--- src/inc/hpsc_pkg.sv ---
/*
  Package for the hot-plug slot control block: register offset, field positions,
  reset value, indicator codes, message codes, timing constants and carrier structs.
  Assumes a 125 MHz core clock.
*/
package hpsc_pkg;

  // Register location and reset
  localparam logic [11:0] SLOT_CONTROL_OFFSET = 12'h0a8;
  localparam logic [15:0] SLOT_CONTROL_RESET  = 16'h07c0;

  // Field positions
  localparam int RSVD_HI_POS    = 13;
  localparam int LSC_EN_POS     = 12;
  localparam int INTERLOCK_POS  = 11;
  localparam int POWER_CTL_POS  = 10;
  localparam int POWER_LED_OUTPUT_LO_POS = 8;
  localparam int ATTENTION_LED_OUTPUT_LO_POS = 6;
  localparam int LOW_EN_WIDTH   = 6;

  // Indicator codes
  localparam logic [1:0] LED_RESERVED = 2'h0;
  localparam logic [1:0] LED_ON       = 2'h1;
  localparam logic [1:0] LED_BLINK    = 2'h2;
  localparam logic [1:0] LED_OFF      = 2'h3;

  // Power control codes
  localparam logic POWER_ON  = 1'b0;
  localparam logic POWER_OFF = 1'b1;

  // Timing
  localparam int CLOCK_MHZ        = 125;
  localparam int PULSE_TIME_MS    = 100;
  localparam int TURNOFF_TIME_MS  = 100;
  localparam int PULSE_CYCLES     = PULSE_TIME_MS * 1000 * CLOCK_MHZ;
  localparam int TURNOFF_CYCLES   = TURNOFF_TIME_MS * 1000 * CLOCK_MHZ;
  localparam int TIMER_WIDTH      = 24;

  // Downstream message kinds
  typedef enum logic [2:0] {
    HPSC_MSG_NONE      = 3'b000,
    HPSC_MSG_TURN_OFF  = 3'b001,
    HPSC_MSG_PWR_IND   = 3'b010,
    HPSC_MSG_ATN_IND   = 3'b011
  } hpsc_msg_kind_t;

  // Message request toward the downstream link
  typedef struct packed {
    hpsc_msg_kind_t kind;
    logic [1:0]     state;
  } hpsc_msg_t;

  // Configuration write/read port
  typedef struct packed {
    logic        wrEn;
    logic        rdEn;
    logic [11:0] addr;
    logic [15:0] wrData;
    logic [1:0]  byteEn;
  } hpsc_cfg_req_t;

  // Power sequencer states
  typedef enum logic [1:0] {
    HPSC_SLOT_POWER_OUTPUT      = 2'b00,
    HPSC_PWR_WAITACK = 2'b01,
    HPSC_PWR_OFF     = 2'b10
  } hpsc_pwr_state_t;

endpackage : hpsc_pkg
--- src/design/hpsc_in_sync.sv ---
/*
  Three-stage synchroniser with agreement filter for asynchronous pin inputs.
  Assumes the input may change at any time relative to clock.
*/
module hpsc_in_sync #(
  parameter logic RESET_VAL = 1'b0
) (
  // Clock and reset
  input  wire logic clock,
  input  wire logic rst_n,
  // Pin and result
  input  wire logic pinIn,
  output logic      level
);

  logic stage1_r;
  logic stage2_r;
  logic stage3_r;
  logic level_r;

  always_ff @(posedge clock or negedge rst_n) begin
    if (!rst_n) begin
      stage1_r <= RESET_VAL;
      stage2_r <= RESET_VAL;
      stage3_r <= RESET_VAL;
      level_r  <= RESET_VAL;
    end else begin
      stage1_r <= pinIn;
      stage2_r <= stage1_r;
      stage3_r <= stage2_r;
      if (stage2_r == stage3_r) begin
        level_r <= stage3_r;
      end
    end
  end

  assign level = level_r;

endmodule : hpsc_in_sync

--- src/design/hpsc_pulse_timer.sv ---
/*
  One-shot timer: a start pulse holds the output high for a programmable count of cycles.
  Assumes start is a single-cycle pulse from the same clock domain.
*/
module hpsc_pulse_timer #(
  parameter logic [23:0] COUNT = 24'hbe_bc20
) (
  // Clock and reset
  input  wire logic clock,
  input  wire logic rst_n,
  // Control
  input  wire logic start,
  input  wire logic cancel,
  // Status
  output logic      busy,
  output logic      done
);

  logic [23:0] count_r;
  logic [23:0] count_nxt;
  logic        done_nxt;
  logic        busy_r;

  assign count_nxt = cancel ? 24'h00_0000 :
                     start  ? COUNT :
                     (count_r != 24'h00_0000) ? count_r - 24'h00_0001 : count_r;
  assign done_nxt  = !cancel && !start && (count_r == 24'h00_0001);

  always_ff @(posedge clock or negedge rst_n) begin
    if (!rst_n) begin
      count_r <= 24'h00_0000;
      done    <= 1'b0;
      busy_r  <= 1'b0;
    end else begin
      count_r <= count_nxt;
      done    <= done_nxt;
      busy_r  <= (count_nxt != 24'h00_0000);
    end
  end

  assign busy = busy_r;

endmodule : hpsc_pulse_timer

--- src/design/hpsc_slot_control.sv ---
/*
  Hot-plug slot control register, upper bits, with interlock pulse, slot power
  sequencing with turn-off handshake, and indicator LEDs with matching messages.
  Assumes config writes arrive as one-cycle strobes on the core clock and that
  the downstream link accepts a message when msgReady is high.
*/
// Contract
// - Bits 15:13 always read back as zero.
// - Link-state-changed flag raises interrupt only while its enable bit is one.
// - Interlock control bit reads zero; writing zero does nothing.
// - Writing one with interlock present gives one 100 ms high pulse.
// - Power control bit reports slot power, drives power pin; 0 on, 1 off.
// - Power-off with message enable sends turn-off, waits ack or 100 ms.
// - Power LED field reads, writes and drives LED; 01 on, 10 blink, 11 off.
// - Changing power LED field sends matching power indicator message.
// - Attention LED field reads, writes and drives LED; 01 means on.
// - Changing attention LED field sends matching attention indicator message.
module hpsc_slot_control #(
  parameter logic [23:0] PULSE_COUNT   = 24'(hpsc_pkg::PULSE_CYCLES),
  parameter logic [23:0] TURNOFF_COUNT = 24'(hpsc_pkg::TURNOFF_CYCLES)
) (
  // Clock and reset
  input  wire logic                   clock,
  input  wire logic                   rst_n,
  // Configuration access
  input  wire hpsc_pkg::hpsc_cfg_req_t cfgReq,
  output logic [15:0]                 cfgRdData,
  output logic                        cfgRdValid,
  // Capability and global controls
  input  wire logic                   interlockPresent,
  input  wire logic                   hotplugTurnoffMessageEnable,
  // Slot status and interrupt
  input  wire logic                   linkStateChangedFlag,
  input  wire logic                   hotplugIrqEnable,
  output logic                        linkStateIrq,
  // Low enable bits for neighbouring logic
  output logic [5:0]                  lowEnables,
  // Pins
  output logic                        interlockPulse,
  output logic                        slotPowerPin,
  output logic [1:0]                  powerLedOutput,
  output logic [1:0]                  attentionLedOutput,
  // Downstream messages
  output hpsc_pkg::hpsc_msg_t         msgOut,
  output logic                        msgValid,
  input  wire logic                   msgReady,
  input  wire logic                   turnoffAckIn
);

  // Register state
  logic       lscEnable_r;
  logic       powerCtl_r;
  logic [1:0] powerLed_r;
  logic [1:0] attentionLed_r;
  logic [5:0] lowEn_r;
  logic       lscFlagPrev_r;
  logic       ackSync;
  logic       ackPrev_r;
  hpsc_pkg::hpsc_pwr_state_t pwrState_r;
  hpsc_pkg::hpsc_pwr_state_t pwrState_nxt;

  // Pending messages
  logic turnoffPend_r;
  logic pwrIndPend_r;
  logic atnIndPend_r;

  // Timers
  logic pulseBusy;
  logic turnoffDone;
  logic turnoffBusy;

  // Access decode
  wire       hit     = (cfgReq.addr == hpsc_pkg::SLOT_CONTROL_OFFSET);
  wire       wrHi    = hit && cfgReq.wrEn && cfgReq.byteEn[1];
  wire       wrLo    = hit && cfgReq.wrEn && cfgReq.byteEn[0];
  wire [15:0] wd     = cfgReq.wrData;
  wire       newPwr  = wd[hpsc_pkg::POWER_CTL_POS];
  wire [1:0] newPLed = wd[hpsc_pkg::POWER_LED_OUTPUT_LO_POS +: 2];
  wire [1:0] newALed = wd[hpsc_pkg::ATTENTION_LED_OUTPUT_LO_POS +: 2];
  wire       pulseGo = wrHi && wd[hpsc_pkg::INTERLOCK_POS] && interlockPresent;
  wire       goOff   = wrHi && (powerCtl_r == hpsc_pkg::POWER_ON)
                       && (newPwr == hpsc_pkg::POWER_OFF);
  wire       goOn    = wrHi && (newPwr == hpsc_pkg::POWER_ON);
  wire       pLedChg = wrHi && (newPLed != powerLed_r);
  wire       aLedChg = wrLo && (newALed != attentionLed_r);
  wire       ackRise = ackSync && !ackPrev_r;

  // Read value: reserved and interlock bits read zero
  wire [15:0] rdValue = {3'h0, lscEnable_r, 1'b0, powerCtl_r,
                         powerLed_r, attentionLed_r, lowEn_r};

  // Power sequencer next state
  always_comb begin
    pwrState_nxt = pwrState_r;
    case (pwrState_r)
      hpsc_pkg::HPSC_SLOT_POWER_OUTPUT: begin
        if (goOff) begin
          pwrState_nxt = hotplugTurnoffMessageEnable ? hpsc_pkg::HPSC_PWR_WAITACK
                                                     : hpsc_pkg::HPSC_PWR_OFF;
        end
      end
      hpsc_pkg::HPSC_PWR_WAITACK: begin
        if (goOn) begin
          pwrState_nxt = hpsc_pkg::HPSC_SLOT_POWER_OUTPUT;
        end else if (ackRise || turnoffDone) begin
          pwrState_nxt = hpsc_pkg::HPSC_PWR_OFF;
        end
      end
      hpsc_pkg::HPSC_PWR_OFF: begin
        if (goOn) begin
          pwrState_nxt = hpsc_pkg::HPSC_SLOT_POWER_OUTPUT;
        end
      end
      default: pwrState_nxt = hpsc_pkg::HPSC_PWR_OFF;
    endcase
  end

  // Message arbitration: turn-off first, then power, then attention
  wire sendTo  = turnoffPend_r;
  wire sendPwr = !turnoffPend_r && pwrIndPend_r;
  wire sendAtn = !turnoffPend_r && !pwrIndPend_r && atnIndPend_r;
  assign msgValid = turnoffPend_r || pwrIndPend_r || atnIndPend_r;
  wire   msgTake  = msgValid && msgReady;

  always_ff @(posedge clock or negedge rst_n) begin
    if (!rst_n) begin
      lscEnable_r    <= hpsc_pkg::SLOT_CONTROL_RESET[hpsc_pkg::LSC_EN_POS];
      powerCtl_r     <= hpsc_pkg::SLOT_CONTROL_RESET[hpsc_pkg::POWER_CTL_POS];
      powerLed_r     <= hpsc_pkg::SLOT_CONTROL_RESET[hpsc_pkg::POWER_LED_OUTPUT_LO_POS +: 2];
      attentionLed_r <= hpsc_pkg::SLOT_CONTROL_RESET[hpsc_pkg::ATTENTION_LED_OUTPUT_LO_POS +: 2];
      lowEn_r        <= hpsc_pkg::SLOT_CONTROL_RESET[5:0];
      pwrState_r     <= hpsc_pkg::HPSC_PWR_OFF;
    end else begin
      if (wrHi) begin
        lscEnable_r <= wd[hpsc_pkg::LSC_EN_POS];
        powerCtl_r  <= newPwr;
        powerLed_r  <= newPLed;
      end
      if (wrLo) begin
        attentionLed_r <= newALed;
        lowEn_r        <= wd[5:0];
      end
      pwrState_r <= pwrState_nxt;
    end
  end

  // Pending flags: a new request wins over the clear from a take
  always_ff @(posedge clock or negedge rst_n) begin
    if (!rst_n) begin
      turnoffPend_r <= 1'b0;
      pwrIndPend_r  <= 1'b0;
      atnIndPend_r  <= 1'b0;
      msgOut        <= '0;
    end else begin
      turnoffPend_r <= (goOff && hotplugTurnoffMessageEnable) || (turnoffPend_r && !(msgTake && sendTo));
      pwrIndPend_r  <= pLedChg || (pwrIndPend_r && !(msgTake && sendPwr));
      atnIndPend_r  <= aLedChg || (atnIndPend_r && !(msgTake && sendAtn));
      if (!msgValid || msgTake) begin
        msgOut.kind  <= hpsc_pkg::HPSC_MSG_NONE;
        msgOut.state <= 2'h0;
      end
      if (sendTo) begin
        msgOut.kind  <= hpsc_pkg::HPSC_MSG_TURN_OFF;
        msgOut.state <= 2'h0;
      end else if (sendPwr) begin
        msgOut.kind  <= hpsc_pkg::HPSC_MSG_PWR_IND;
        msgOut.state <= powerLed_r;
      end else if (sendAtn) begin
        msgOut.kind  <= hpsc_pkg::HPSC_MSG_ATN_IND;
        msgOut.state <= attentionLed_r;
      end
    end
  end

  // Interrupt, read port and pins
  always_ff @(posedge clock or negedge rst_n) begin
    if (!rst_n) begin
      lscFlagPrev_r  <= 1'b0;
      linkStateIrq   <= 1'b0;
      ackPrev_r      <= 1'b0;
      cfgRdData      <= 16'h0000;
      cfgRdValid     <= 1'b0;
      slotPowerPin   <= 1'b0;
    end else begin
      lscFlagPrev_r <= linkStateChangedFlag;
      linkStateIrq  <= linkStateChangedFlag && !lscFlagPrev_r
                       && lscEnable_r && hotplugIrqEnable;
      ackPrev_r     <= ackSync;
      cfgRdValid    <= hit && cfgReq.rdEn;
      cfgRdData     <= (hit && cfgReq.rdEn) ? rdValue : 16'h0000;
      slotPowerPin  <= (pwrState_nxt != hpsc_pkg::HPSC_PWR_OFF);
    end
  end

  assign lowEnables         = lowEn_r;
  assign interlockPulse     = pulseBusy;
  assign powerLedOutput     = powerLed_r;
  assign attentionLedOutput = attentionLed_r;

  hpsc_in_sync #(
    .RESET_VAL (1'b0)
  ) u_ack_sync (
    .clock (clock),
    .rst_n (rst_n),
    .pinIn (turnoffAckIn),
    .level (ackSync)
  );

  hpsc_pulse_timer #(
    .COUNT (PULSE_COUNT)
  ) u_interlock_timer (
    .clock  (clock),
    .rst_n  (rst_n),
    .start  (pulseGo && !pulseBusy),
    .cancel (1'b0),
    .busy   (pulseBusy),
    .done   ()
  );

  hpsc_pulse_timer #(
    .COUNT (TURNOFF_COUNT)
  ) u_turnoff_timer (
    .clock  (clock),
    .rst_n  (rst_n),
    .start  (goOff && hotplugTurnoffMessageEnable),
    .cancel (pwrState_r != hpsc_pkg::HPSC_PWR_WAITACK && !goOff),
    .busy   (turnoffBusy),
    .done   (turnoffDone)
  );

  // Checks
  chk_reserved_read_zero: assert property (@(posedge clock) disable iff (!rst_n)
    cfgRdValid |-> cfgRdData[15:13] == 3'h0) else $error("reserved bits not zero");
  chk_interlock_reads_zero: assert property (@(posedge clock) disable iff (!rst_n)
    cfgRdValid |-> !cfgRdData[11]) else $error("interlock bit read as one");
  chk_irq_needs_enable: assert property (@(posedge clock) disable iff (!rst_n)
    linkStateIrq |-> $past(lscEnable_r) && $past(linkStateChangedFlag))
    else $error("irq without enable");
  chk_pulse_starts_high: assert property (@(posedge clock) disable iff (!rst_n)
    (pulseGo && !pulseBusy) |=> interlockPulse[*8]) else $error("pulse too short");
  chk_no_pulse_absent: assert property (@(posedge clock) disable iff (!rst_n)
    $rose(interlockPulse) |-> $past(interlockPresent)) else $error("pulse without interlock");
  chk_direct_power_off: assert property (@(posedge clock) disable iff (!rst_n)
    (goOff && !hotplugTurnoffMessageEnable) |=> !slotPowerPin && !turnoffPend_r)
    else $error("direct power off failed");
  chk_turnoff_holds_power: assert property (@(posedge clock) disable iff (!rst_n)
    (goOff && hotplugTurnoffMessageEnable) |=> slotPowerPin && turnoffPend_r)
    else $error("power dropped before ack");
  chk_led_follows_write: assert property (@(posedge clock) disable iff (!rst_n)
    wrHi |=> powerLedOutput == $past(newPLed)) else $error("power led not updated");
  chk_atn_msg_queued: assert property (@(posedge clock) disable iff (!rst_n)
    aLedChg |=> atnIndPend_r) else $error("attention message lost");
  chk_pwr_msg_queued: assert property (@(posedge clock) disable iff (!rst_n)
    pLedChg |=> pwrIndPend_r ##0 powerLedOutput != $past(powerLedOutput))
    else $error("power message lost");

  // Pin is a registered copy of the sequencer's on/off view
  chk_pin_matches_state: assert property (@(posedge clock) disable iff (!rst_n)
    slotPowerPin == (pwrState_r != hpsc_pkg::HPSC_PWR_OFF))
    else $error("power pin disagrees with sequencer");

  // Acknowledge while waiting drops power at the next edge
  chk_ack_drops_power: assert property (@(posedge clock) disable iff (!rst_n)
    (pwrState_r == hpsc_pkg::HPSC_PWR_WAITACK && ackRise && !goOn) |=> !slotPowerPin)
    else $error("power kept after acknowledge");

  // Turn-off timer is stopped once power is off
  chk_turnoff_timer_idle: assert property (@(posedge clock) disable iff (!rst_n)
    (pwrState_r == hpsc_pkg::HPSC_PWR_OFF) |=> !turnoffBusy)
    else $error("turn-off timer running with power off");

  // Attention field follows a low-byte write
  chk_atn_follows_write: assert property (@(posedge clock) disable iff (!rst_n)
    wrLo |=> attentionLedOutput == $past(newALed))
    else $error("attention led not updated");

  // A message offered and not taken stays offered
  chk_msg_held: assert property (@(posedge clock) disable iff (!rst_n)
    (msgValid && !msgReady) |=> msgValid)
    else $error("message withdrawn before take");

  // Interrupt is a single-cycle pulse per flag edge
  chk_irq_one_cycle: assert property (@(posedge clock) disable iff (!rst_n)
    linkStateIrq |=> !linkStateIrq)
    else $error("interrupt longer than one cycle");

  // Unmapped reads give no read strobe
  chk_unmapped_silent: assert property (@(posedge clock) disable iff (!rst_n)
    (cfgReq.rdEn && !hit) |=> !cfgRdValid)
    else $error("read strobe on unmapped address");

  // Interlock pulse never starts while the capability is absent
  chk_no_start_absent: assert property (@(posedge clock) disable iff (!rst_n)
    (!interlockPresent && !interlockPulse) |=> !interlockPulse)
    else $error("pulse started without interlock");

endmodule : hpsc_slot_control

--- config.mk ---
export PLATFORM = sky130hd
export DESIGN_NAME = hpsc_slot_control
export DESIGN_NICKNAME = d
export VERILOG_FILES = /design/src/inc/hpsc_pkg.sv /design/src/design/hpsc_in_sync.sv /design/src/design/hpsc_pulse_timer.sv /design/src/design/hpsc_slot_control.sv
export SDC_FILE = /design/constraint.sdc
export NUM_CORES = 1
export LEC_CHECK = 0
export BUFFER_PORTS_ARGS = -buffer_cell sky130_fd_sc_hd__buf_2
export CORE_MARGIN = 2
export CORE_UTILIZATION = 50
export DETAILED_ROUTE_END_ITERATION = 16
export PLACE_DENSITY = 0.76
export SETUP_SLACK_MARGIN = 0.3
export SYNTH_ARGS = -nofsm -noshare
export SYNTH_HDL_FRONTEND = slang
export SYNTH_SLANG_ARGS = --single-unit
export TNS_END_PERCENT = 30
--- constraint.sdc ---
create_clock -name clock -period 2.9 [get_ports clock]
set_input_delay 0.29 -clock clock [delete_from_list [all_inputs] [get_ports clock]]
set_output_delay 0.29 -clock clock [all_outputs]
set_load 0.01 [all_outputs]
# Word level (Yosys, flattened, before mapping)
# Cells that the tools add are included.
[totals] register_bits=94 in_bits=40 output_inout_bits=36
[classes] add_sub_neg=2 n_eq_ne=9 n_mux=16 bitwise=2 reduce_logical=55
[op_table] op="two-way mux 24 bit" count=5
[op_table] op="nonzero test 24 bit" count=3
[op_table] op="subtractor 24 x 1 -> 24 bit (second input constant)" count=2
[op_table] op="logical AND 1 bit" count=30
[op_table] op="equality test 24 x 1 -> 1 bit (second input constant)" count=1
[op_table] op="two-way mux 5 bit" count=4
[op_table] op="two-way mux 13 bit" count=1
[op_table] op="equality test 12 x 8 -> 1 bit (second input constant)" count=1
[op_table] op="logical NOT 1 bit" count=12
[op_table] op="two-way mux 2 bit" count=5
[op_table] op="logical OR 1 bit" count=7
[op_table] op="one-hot mux 2 bit (3 select lines)" count=1
[op_table] op="!= test 2 bit" count=2
[op_table] op="nonzero test 4 bit" count=1
[op_table] op="nonzero test 3 bit" count=1
[op_table] op="equality test 2 x 1 -> 1 bit (second input constant)" count=1
[op_table] op="equality test 2 bit (second input constant)" count=1
[op_table] op="logical NOT 2 bit" count=1
[op_table] op="!= test 2 x 1 -> 1 bit (second input constant)" count=1
[op_table] op="!= test 2 bit (second input constant)" count=1
[op_table] op="inverter 1 bit" count=2
[op_table] op="equality test 1 bit" count=1

# Logic depth before layout (Yosys ltp)
# Gate-level depths: netlist (run 1).
[logic_depth] word_depth=10 depth_mapped=9 depth_no_buf=9

# Modules after synthesis
# From an unflattened synthesis (run 1), not the netlist that was laid out.
[unflattened] hier_cells=480 hier_area_um2=4874.7
[modules_own_cells] module="hpsc_pulse_timer (u_interlock_timer)" n_inst=1 cells_each=177 area_per_inst_um2=1637.8 seq_area_each_um2=650.6
[modules_own_cells] module="hpsc_slot_control" n_inst=1 cells_each=130 area_per_inst_um2=1575.3 seq_area_each_um2=958.4
[modules_own_cells] module="hpsc_pulse_timer (u_turnoff_timer)" n_inst=1 cells_each=168 area_per_inst_um2=1550.2 seq_area_each_um2=650.6
[modules_own_cells] module="hpsc_in_sync" n_inst=1 cells_each=5 area_per_inst_um2=111.4 seq_area_each_um2=100.1

# Worst setup path after synthesis (run 1)
# OpenSTA, ideal clock, no wires.
[synth_path] path_type="reg2reg" from="register u_interlock_timer.count_r[0]" to="register u_interlock_timer.count_r[18]" setup_time_ns=0.134 arrival_ns=2.143 required_ns=2.766 setup_slack_ns=0.624 path_stages_with_launch=9 path_cell_list="dfrtp_1 inv_1 ha_1 or3b_1 nor2_1 nand2_1 or4_1 xor2_1 nand2_1"
[synth_between] elab_chain_cells=3 elab_cells_between_ends=4 cone_classes="add/sub: 1; mux: 2; reduce/logical: 1"
[synth_lines] item="from (decl)" line="hpsc_pulse_timer.sv:19" source="logic [23:0] count_r;"
[synth_lines] item="from (signal assigned)" line="hpsc_pulse_timer.sv:35" source="count_r <= count_nxt;"
[synth_lines] item="subtractor 24 x 1 -> 24 bit / nonzero test 24 bit (equally long branches)" line="hpsc_pulse_timer.sv:26" source="(count_r != 24'h00_0000) ? count_r - 24'h00_0001 : count_r;"
[synth_lines] item="two-way mux 24 bit *" line="hpsc_pulse_timer.sv:26"
[synth_lines] item="two-way mux 24 bit *" line="hpsc_pulse_timer.sv:25" source="start ? COUNT :"
[synth_lines] item="net u_interlock_timer.count_nxt[18]" line="hpsc_pulse_timer.sv:20" source="logic [23:0] count_nxt;"
# Mark *: on every way through the listed nets, which the timed path passes. The rest lies on a longest branch.
# A chain may end at the register's enable or synchronous reset.

# Final worst setup path (run 1)
[layout_path] from="register u_interlock_timer.count_r[6]" to="register u_interlock_timer.busy_r (netlist: u_interlock_timer.busy)"
[layout_between] elab_chain_cells=4 elab_cells_between_ends=5 cone_classes="add/sub: 1; mux: 2; reduce/logical: 2"
[layout_lines] item="subtractor 24 x 1 -> 24 bit / nonzero test 24 bit (equally long branches)" line="hpsc_pulse_timer.sv:26"
[layout_lines] item="two-way mux 24 bit *" line="hpsc_pulse_timer.sv:26"
[layout_lines] item="two-way mux 24 bit *" line="hpsc_pulse_timer.sv:25"
[layout_lines] item="nonzero test 24 bit *" line="hpsc_pulse_timer.sv:37" source="busy_r <= (count_nxt != 24'h00_0000);"
[layout_lines] item="to (signal assigned)" line="hpsc_pulse_timer.sv:37"
[layout_lines] item="to (decl)" line="hpsc_pulse_timer.sv:22" source="logic busy_r;"
# Every way passes the cells marked *; elsewhere a longest branch is shown, timed or not.

==> flow_summary.json, run 1 <==
{
  "timing.final.crit_period_ns": 2.556,
  "reg2regPathDepth": 7,
  "clock.fmax_mhz": 391.2,
  "synth_top_family_by_area": "simple AND/OR/NAND/NOR gates",
  "boundaryPins": 76,
  "ys_ff_latch": 92,
  "yosys.area_share.xor_xnor_pct": 6.514,
  "syn_inst": 433,
  "die_area_mm2": 0.009643,
  "vias": 3500,
  "worstSetupStartpointType": "flop",
  "cts.hold.buffers_added": 0,
  "synth_simple_gate_area_share_pct": 25.78,
  "overall_power_consumption_w": 0.002373,
  "detail_route.vias_per_cell": 5.645,
  "worstHoldPathCells": 1,
  "ys_seq_area_share_pct": 52.06,
  "grt_start_max_net_pins": 93,
  "power.ir.vdd_worst_v": 0.0002250,
  "grt_pass1_vias": 3313,
  "end_kind": "flop",
  "main_synth_ff_type": "dfrtp_1",
  "cts_tree": "done",
  "crit_arrival_ns": 2.77,
  "timing.final.ws_setup_ns": 0.3439,
  "power_per_cell_area_mw_per_mm2": 458.0,
  "start_util_pct": 51.12,
  "cts_inserted_buffers": 9,
  "fin_crit_sh_pct": 88.14,
  "avgRoutedWirePerCell_um": 15.05,
  "latest_clock_arrival_within_the_worst_skew_pair_ns": 0.36,
  "synthesis.area_mm2": 0.004437,
  "postCtsSetupBuffers": 0,
  "drt_iter0_drc": 196,
  "area_growth_syn_to_layout_pct": 16.78,
  "die-height_um": 98.20,
  "ys_async_sr_fraction_pct": 100.0,
  "finalHoldWorstSlack_ns": 0.04682,
  "route.final.wire_length_um": 9329,
  "post_synth_mux_area_share_pct": 3.525,
  "grt_antenna_before_repair": 0,
  "final-setup-viol-count": 0,
  "grt_pass1_wl_um": 15220,
  "clock_sinks": 92,
  "antenna_cells_inserted": 0,
  "outcome": "finished clean",
  "final_layout_size_suffix_gt1_share_pct": 25.39,
  "crit_type": "flop to flop",
  "drv_cap": 0,
  "adder_cell_fraction_of_synth_area_pct": 1.354,
  "unrepaired_setup_endpoints_after_global_routing": "true",
  "slew_headroom_pct": 25.34,
  "post_placement_worst_setup_slack_ns": 0.2776,
  "die_w_um": 98.20,
  "ctsHtreeMaxLevel": 3,
  "hold_class": "primary input to flop",
  "core.rowCount": 34,
  "tightest_slew_ns": 1.120,
  "commonest_non_fill_non_tap_cell_in_the_layout": "dfrtp_1",
  "globalplace.congestion": 0.8945,
  "synth_cell_type_count": 59,
  "synth_enable_flop_cells": 0,
  "synth_compound_gate_area_share_pct": 7.924,
  "buffer_ports.inserted": 67,
  "final_cell_mix": "86 x dfrtp_1, 66 x buf_2, 49 x nor2_1",
  "globalRouteOverflowTotal": 0,
  "firstDrtPassIters": 5,
  "antenna_violating_nets_post_route": 0,
  "skew_ns": 0.01420,
  "gr-usage-all-layers_pct": 19.40,
  "synthesis.yosys.warnings": 0,
  "residual_drc": 0,
  "post_synth.cell_area_avg_um2": 10.25,
  "setup-tns-final_ns": 0,
  "critical_path.max_fanout": 6,
  "clock_tree.buffer_depth": 2,
  "standby_leakage_power_nw": 2.370,
  "critical_path_required_ns": 3.12,
  "clk_transition_reported_paths_ns": 0.09,
  "timing_max_transition_violations_final": 0,
  "core_area_mm2": 0.008678,
  "hpwl_um": 6427,
  "design.final.nets": 551,
  "number_of_endpoints_with_negative_hold_slack_in_the_final_report": 0,
  "cts_root_buffer": "clkbuf_8"
}
synthesized netlist by cell type (all sizes together), types with 2 or more instances:
master | n | area, um^2
nand4b | 2 | 17.52
nor4 | 15 | 127.6
nand4 | 7 | 43.79
dfstp | 6 | 157.7
and3 | 5 | 31.28
mux2 | 13 | 146.4
nor3 | 22 | 120.1
nand3 | 11 | 72.57
and3b | 2 | 17.52
or2 | 3 | 18.77
o31a | 3 | 26.28
or3 | 5 | 31.28
o21ai | 17 | 88.84
o31ai | 7 | 57.55
clkbuf | 4 | 15.01
xnor2 | 18 | 157.7
xor2 | 15 | 131.4
nor4bb | 2 | 20.02
ha | 4 | 50.05
buf | 10 | 62.56
nor4b | 7 | 61.31
a21oi | 13 | 65.06
nand2 | 40 | 150.1
or4 | 8 | 60.06
nor2b | 4 | 25.02
nand2b | 2 | 12.51
nor2 | 51 | 191.4
and2 | 16 | 100.1
inv | 12 | 45.04
dfrtp | 86 | 2152
a31oi | 2 | 12.51
a22oi | 3 | 22.52
worst paths after layout:
check                                              from                             to  slack [ns]
hold / removal                             turnoffAckIn            u_ack_sync.stage1_r        0.05
max in group asynchronous                         rst_n  u_interlock_timer.count_r[16]        2.04
setup reg to reg           u_interlock_timer.count_r[6]         u_interlock_timer.busy        0.34
setup / recovery           u_interlock_timer.count_r[6]         u_interlock_timer.busy        0.34
min in group asynchronous                         rst_n    u_turnoff_timer.count_r[23]        0.13
hold reg to reg                     u_ack_sync.stage1_r            u_ack_sync.stage2_r        0.36
registers in the layout, summed over array words and instances (netlist names), 2 cells and up:
| register | cells |
|---|---|
| u_interlock_timer.count_r | 24 |
| u_turnoff_timer.count_r | 24 |
| powerLedOutput | 2 |
| cfgRdData | 12 |
| pwrState_r | 2 |
| lowEnables | 6 |
| attentionLedOutput | 2 |
| msgOut | 4 |
stage by stage:
stage          std cells  utilization (%)  area [um^2]
2_1_floorplan        437                -         4452
3_3_place_gp         604            56.37         4892
3_5_place_dp         604            56.37         4892
4_1_cts              620            59.07         5126
5_1_grt              620            59.70         5181
6_report             620            59.70         5181
final cells by class:
class                   count  area, um^2
clock buffers              10       137.6
well taps                 108       135.1
flip-flops and latches     92        2310
inverters                  12       45.04
clock inverters             6       93.84
repair buffers             73       382.9
multi-input cells         319        2077
fillers                   714        3497
routing by layer:
| layer | wire, um | GRT usage (%) | vias to the layer above |
|---|---|---|---|
| met4 | 100 | 6.744 | 0 |
| li1 | - | - | 1665 |
| met1 | 4184 | 26.50 | 1713 |
| met2 | 4549 | 31.24 | 114 |
| met5 | 0 | 0 | - |
| met3 | 494 | 3.794 | 8 |
report_power, final:
part / internal (W) / switching (W)
clock: 0.000517 / 0.000467
sequential: 0.00129 / 0.0000163
combinational: 0.0000294 / 0.0000481
total: 0.00184 / 0.000532
critical path, stage by stage, from the launching register on:
cell and delay [ns]:
dfrtp_1 0.45, nor4_4 0.42, nand3_4 0.16, or3_1 0.37, o2bb2ai_1 0.16, or4_1 0.50
nor4_2 0.22, nand4_1 0.14
logic make-up after synthesis:
| logic type | after synthesis |
|---|---|
| mux | 14 |
| simple gates | 207 |
| fa+ha+maj | 5 |
| other cells | 1 |
| flops | 92 |
| compound gates | 55 |
| buf+inv | 26 |
| xor+xnor | 33 |
repair_timing:
item / 4_1_cts / 5_1_grt
hold endpoints to repair: 0 / 0
gates resized for setup: 1 / 9
setup endpoints to repair: 2 / 4
gates cloned: 0 / 0
pin swaps: 0 / 0
No activity file was read; power rests on OpenSTA's default activity.
==> run 2: changes to the inputs <==
Settings changed: CELL_PAD_IN_SITES_DETAIL_PLACEMENT set to 0, CELL_PAD_IN_SITES_GLOBAL_PLACEMENT set to 2, CORE_UTILIZATION 50 to 38, PLACE_DENSITY 0.76 to 0.88.
Clock period 2.9 ns to 3.2 ns, I/O delays scaled along.
==> flow_summary.json, run 2 (synthesis gave the netlist of run 1 again) <==
{
  "drv_cap": 0,
  "post_cts.resized_instances": 0,
  "grt_pass1_vias": 3454,
  "failing_checks": "negative hold slack",
  "grt_antenna_before_repair": 0,
  "residual_drc": 0,
  "timing_max_transition_violations_final": 0,
  "grt_pass1_wl_um": 16410,
  "multi_input_area_mm2": 0.002019,
  "core_area_mm2": 0.01142,
  "globalRouteOverflowTotal": 0,
  "latest_clock_arrival_within_the_worst_skew_pair_ns": 0.34,
  "final_layout_size_suffix_gt1_share_pct": 23.09,
  "clock_sinks": 92,
  "route.final.wire_length_um": 9525,
  "unrepaired_setup_endpoints_after_global_routing": "false",
  "finalInstanceArea_mm2": 0.005200,
  "final_cell_mix": "86 x dfrtp_1, 66 x buf_2, 51 x nor2_1",
  "detail_route.vias_per_cell": 5.154,
  "start_util_pct": 38.86,
  "clk_transition_reported_paths_ns": 0.07,
  "antenna_violating_nets_post_route": 0,
  "clock_tree.buffer_depth": 2,
  "cpMaxStageDelayCell": "o31ai_2",
  "crit_type": "flop to flop",
  "globalplace.congestion": 0.7946,
  "fin_crit_sh_pct": 83.21,
  "cts.hold.buffers_added": 0,
  "clock.fmax_mhz": 375.6,
  "number_of_endpoints_with_negative_hold_slack_in_the_final_report": 14,
  "fillerInstances": 1090,
  "outcome": "finished with violations",
  "crit_path_frequent_cell": "nor4_1",
  "critical_path.max_fanout": 9,
  "skew_ns": 0.006686,
  "worstSetupStartpoint": "u_interlock_timer.count_r[18]",
  "firstDrtPassIters": 4,
  "antenna_cells_inserted": 0,
  "post_placement_worst_setup_slack_ns": 0.5546,
  "postCtsSetupBuffers": 0,
  "worst_r2r_startpoint": "u_interlock_timer.count_r[18]",
  "boundaryPins": 76,
  "timing.final.crit_period_ns": 2.663,
  "die_w_um": 112.1,
  "power_per_cell_area_mw_per_mm2": 432.9,
  "layout.area.seq_mm2": 0.002310,
  "worstSetupStartpointType": "flop",
  "die_area_mm2": 0.01256,
  "core.rowCount": 39,
  "critical_path_required_ns": 3.40,
  "cts_root_buffer": "clkbuf_16",
  "path_cells": "nor4_1 -> nand3_2 -> o31ai_2 -> or3_1 -> a21oi_1 -> nor4_1 -> nand4_1",
  "setup-tns-final_ns": 0,
  "hold_class": "primary input to asynchronous set/reset pin",
  "timing.final.ws_setup_ns": 0.5374,
  "die-height_um": 112.1,
  "final-setup-viol-count": 0,
  "area_growth_syn_to_layout_pct": 17.20,
  "utilization_pct": 45.54,
  "dpl-instance-area_mm2": 0.004928,
  "drt_iter0_drc": 238,
  "slew_headroom_pct": 47.38,
  "tightest_slew_ns": 0.7821,
  "cts_inserted_buffers": 9,
  "hpwl_um": 6833,
  "finalHoldWorstSlack_ns": -0.009689,
  "design.final.nets": 550,
  "cpPeakStageDelay_ns": 0.55,
  "grt_start_max_net_pins": 47,
  "end_kind": "flop",
  "gr-usage-all-layers_pct": 16.06,
  "crit_arrival_ns": 2.87,
  "cts_tree": "done",
  "vias": 3371,
  "top_regs": "u_interlock_timer.count_r (24), u_turnoff_timer.count_r (24), cfgRdData (12)",
  "avgRoutedWirePerCell_um": 14.56,
  "commonest_non_fill_non_tap_cell_in_the_layout": "dfrtp_1",
  "buffer_ports.inserted": 67,
  "standby_leakage_power_nw": 2.361,
  "power.ir.vdd_worst_v": 0.0002483,
  "ctsHtreeMaxLevel": 3
}
## run 2: metrics by stage
step	cells	hold WS (ns)	total power, W
2_1_floorplan	437	0.02441	0.001232
3_3_place_gp	638	0.3353	0.001283
3_5_place_dp	638	0.3347	0.001285
4_1_cts	654	0.005887	0.002284
5_1_grt	654	0.01854	0.002340
6_report	654	-0.009689	0.002251
## run 2: per-layer routing
metal | track usage [%] | vias to the layer above | routed length (um)
li1 | - | 1658 | -
met1 | 22.09 | 1616 | 4666
met2 | 24.89 | 80 | 4175
met3 | 3.996 | 17 | 485
met4 | 5.854 | 0 | 198
met5 | 0 | - | 0
## run 2: layout make-up
type,instances,share of cell area (%)
Timing Repair Buffer,72,7.218
Clock buffer,13,4.812
Inverter,12,0.8662
Tap cell,143,3.441
Clock inverter,3,0.4090
Sequential cell,92,44.42
Multi-Input combinational cell,319,38.84
## run 2: worst max-delay path, delay by kind of cell, from the launching register on
family,cells,cell delay (ns)
AOI/OAI and AO/OA,2,0.63
DFF,1,0.43
and+or+nand+nor,5,1.46
## run 2: path summary, 6_finish.rpt
check,depth (start not counted),slack (ns),to
setup / recovery,7,0.54,u_interlock_timer.busy
hold / removal,1,-0.01,msgOut[3]
setup reg to reg,7,0.54,u_interlock_timer.busy
hold reg to reg,0,0.35,u_ack_sync.stage2_r
max in group asynchronous,2,2.42,attentionLedOutput[1]
min in group clock,1,0.09,u_ack_sync.stage1_r
## run 2: power by group
part	switching [W]	leakage, nW	internal (W)
logic	0.0000434	1.07	0.0000283
clock network	0.000439	0.130	0.000551
registers	0.0000144	1.16	0.00117
==> run 3: changes to the inputs <==
Settings changed: ABC_AREA set to 1, CORE_UTILIZATION 38 to 30, PLACE_DENSITY 0.88 to 0.8.
Clock period 3.2 ns to 2.2 ns, I/O delays scaled along.
==> flow_summary.json, run 3 <==
{
  "main_synth_ff_type": "dfrtp_1",
  "critical_path.top_delay_family": "simple AND/OR/NAND/NOR gates",
  "globalRouteOverflowTotal": 0,
  "outcome": "finished clean",
  "synth_simple_gate_area_share_pct": 32.18,
  "timing_max_transition_violations_final": 0,
  "slew_headroom_pct": 62.31,
  "clock.fmax_mhz": 482.7,
  "ctsHtreeMaxLevel": 3,
  "final_layout_size_suffix_gt1_share_pct": 27.35,
  "drt_iter0_drc": 228,
  "grt_start_max_net_pins": 42,
  "finalInstanceArea_mm2": 0.006315,
  "avgRoutedWirePerCell_um": 13.17,
  "gr-usage-all-layers_pct": 14.89,
  "die-height_um": 133.6,
  "start_util_pct": 30.51,
  "synth_cell_type_count": 45,
  "ys_ff_latch": 92,
  "synthesis.area_mm2": 0.005042,
  "grt_pass1_wl_um": 21210,
  "latest_clock_arrival_within_the_worst_skew_pair_ns": 0.35,
  "final-setup-viol-count": 0,
  "timing.final.crit_period_ns": 2.072,
  "layout.area.seq_mm2": 0.002310,
  "unrepaired_setup_endpoints_after_global_routing": "true",
  "grt_pass1_vias": 4293,
  "placed_cells_incl_taps": 938,
  "synth_compound_gate_area_share_pct": 6.179,
  "standby_leakage_power_nw": 3.308,
  "residual_drc": 0,
  "hold_class": "primary input to flop",
  "final_cell_mix": "118 x nand2_1, 100 x inv_1, 88 x nor2_1",
  "syn_inst": 631,
  "top_regs": "u_interlock_timer.count_r (24), u_turnoff_timer.count_r (24), cfgRdData (12)",
  "ys_seq_area_share_pct": 45.81,
  "vias": 4349,
  "area_growth_syn_to_layout_pct": 25.24,
  "crit_arrival_ns": 2.29,
  "core_area_mm2": 0.01652,
  "drv_cap": 0,
  "number_of_endpoints_with_negative_hold_slack_in_the_final_report": 0,
  "firstDrtPassIters": 4,
  "crit_type": "flop to flop",
  "critical_path_required_ns": 2.42,
  "commonest_non_fill_non_tap_cell_in_the_layout": "nand2_1",
  "synth.cells.most_frequent": "121 x nand2_1, 104 x inv_1, 93 x nor2_1",
  "cts_root_buffer": "clkbuf_16",
  "grt_antenna_before_repair": 0,
  "core.rowCount": 47,
  "detail_route.vias_per_cell": 4.502,
  "antenna_cells_inserted": 0,
  "synth_largest_type_area_fraction_pct": 42.68,
  "power.ir.vdd_worst_v": 0.0003931,
  "worstPathBufferInverterCount": 3,
  "cpPeakStageDelay_ns": 0.39,
  "clock_sinks": 92,
  "ys_async_sr_fraction_pct": 100.0,
  "end_kind": "flop",
  "synth_enable_flop_cells": 0,
  "antenna_violating_nets_post_route": 0,
  "dpl-instance-area_mm2": 0.005792,
  "clk_transition_reported_paths_ns": 0.06,
  "globalplace.congestion": 0.8439,
  "yosys.cell_count.top_type": "nand2_1",
  "fin_crit_sh_pct": 94.16,
  "worstSetupStartpointType": "flop",
  "die_area_mm2": 0.01786,
  "synth_top_family_by_area": "simple AND/OR/NAND/NOR gates",
  "buffer_ports.inserted": 67,
  "tightest_slew_ns": 0.5653,
  "synthesis.yosys.warnings": 0,
  "multi_input_area_mm2": 0.002323,
  "adder_cell_fraction_of_synth_area_pct": 1.191,
  "cpMaxStageDelayCell": "dfrtp_1",
  "path_cells": "inv_2 -> ha_4 -> inv_2 -> nor2_2 -> nand2_2 -> nor2_4 -> nand3_4 -> buf_12 -> nand4_1 -> nand3_1 -> nor2_1 -> nand2_1 -> nor2_2 -> nand3_1",
  "critical_path.max_fanout": 8,
  "yosys.area_share.xor_xnor_pct": 2.953,
  "skew_ns": 0.01121,
  "clock_tree.buffer_depth": 2,
  "hpwl_um": 9566,
  "fillerInstances": 1710,
  "overall_power_consumption_w": 0.003503,
  "post_synth_mux_area_share_pct": 1.563,
  "design.final.nets": 785,
  "post_synth.cell_area_avg_um2": 7.991,
  "die_w_um": 133.6,
  "route.final.wire_length_um": 12720,
  "boundaryPins": 76,
  "cts_tree": "done",
  "final_cells": 966,
  "power_per_cell_area_mw_per_mm2": 554.8,
  "top_post_synthesis_cells_by_area": "dfrtp_1 43%, nand2_1 9.0%, inv_1 7.7%",
  "post_synthesis_cell_type_with_the_largest_combined_area": "dfrtp_1",
  "cts_inserted_buffers": 9,
  "setup-tns-final_ns": 0
}
==> run 3: final timing paths <==
check / start / to / slack, ns / depth (start not counted)
setup / recovery: u_interlock_timer.count_r[1] / u_interlock_timer.busy / 0.13 / 14
hold / removal: cfgReq[14] / lscEnable_r / 0.08 / 3
setup reg to reg: u_interlock_timer.count_r[1] / u_interlock_timer.busy / 0.13 / 14
hold reg to reg: u_ack_sync.stage1_r / u_ack_sync.stage2_r / 0.37 / 0
max in group asynchronous: rst_n / u_turnoff_timer.count_r[6] / 1.08 / 3
min in group asynchronous: rst_n / u_interlock_timer.count_r[20] / 0.41 / 2
==> run 3: per-layer routing <==
| metal | vias up | GRT usage, % | wire length (um) |
|---|---|---|---|
| met2 | 106 | 23.68 | 5763 |
| met5 | - | 0 | 0 |
| met4 | 0 | 5.674 | 234 |
| met1 | 2022 | 20.20 | 6091 |
| met3 | 15 | 2.778 | 630 |
| li1 | 2206 | - | - |
==> run 3: final cells by class <==
type	instances	share of cell area (%)
Tap cell	220	4.359
Clock buffer	9	3.566
Inverter	110	6.539
Clock inverter	7	1.268
Timing Repair Buffer	106	10.90
Sequential cell	92	36.58
Multi-Input combinational cell	422	36.79
==> run 3: timing repair <==
| action | 4_1_cts | 5_1_grt |
|---|---|---|
| pin swaps | 0 | 9 |
| hold buffers | 3 | 0 |
| setup buffers | 2 | 6 |
| setup endpoints to repair | 10 | 26 |
| gates resized for setup | 5 | 20 |
| cloned | 0 | 1 |
| endpoints found under the hold margin | 41 | 0 |
==> run 3: logic make-up after synthesis <==
family	Yosys count
AND/OR/NAND/NOR	333
AO/OA/AOI/OAI	55
other	1
flip-flops	92
adder cells (fa/ha/maj)	5
multiplexers	7
XOR/XNOR	17
buffers and inverters	121
==> run 3: worst min-delay path, cell delays in order <==
cell and delay (ns):
buf_2 0.07, nand2_1 0.04, o21ai_0 0.05
==> run 3: through the flow <==
stage,utilization (%),hold WS (ns),worst slack [ns]
6_report,38.21,0.07717,0.1284
2_1_floorplan,-,-0.07559,0.3868
4_1_cts,37.35,0.06819,0.1412
3_3_place_gp,35.05,0.2551,0.02925
3_5_place_dp,35.05,0.2583,0.03112
5_1_grt,38.21,0.08930,-0.02857
==> run 3: where the power goes <==
group          internal [W]  total [W]  leakage, nW  switching [W]
Sequential          0.00172    0.00173         1.12      0.0000145
Clock              0.000901    0.00162        0.154       0.000716
Combinational     0.0000582   0.000153         2.03      0.0000944
Total               0.00268    0.00350         3.31       0.000825
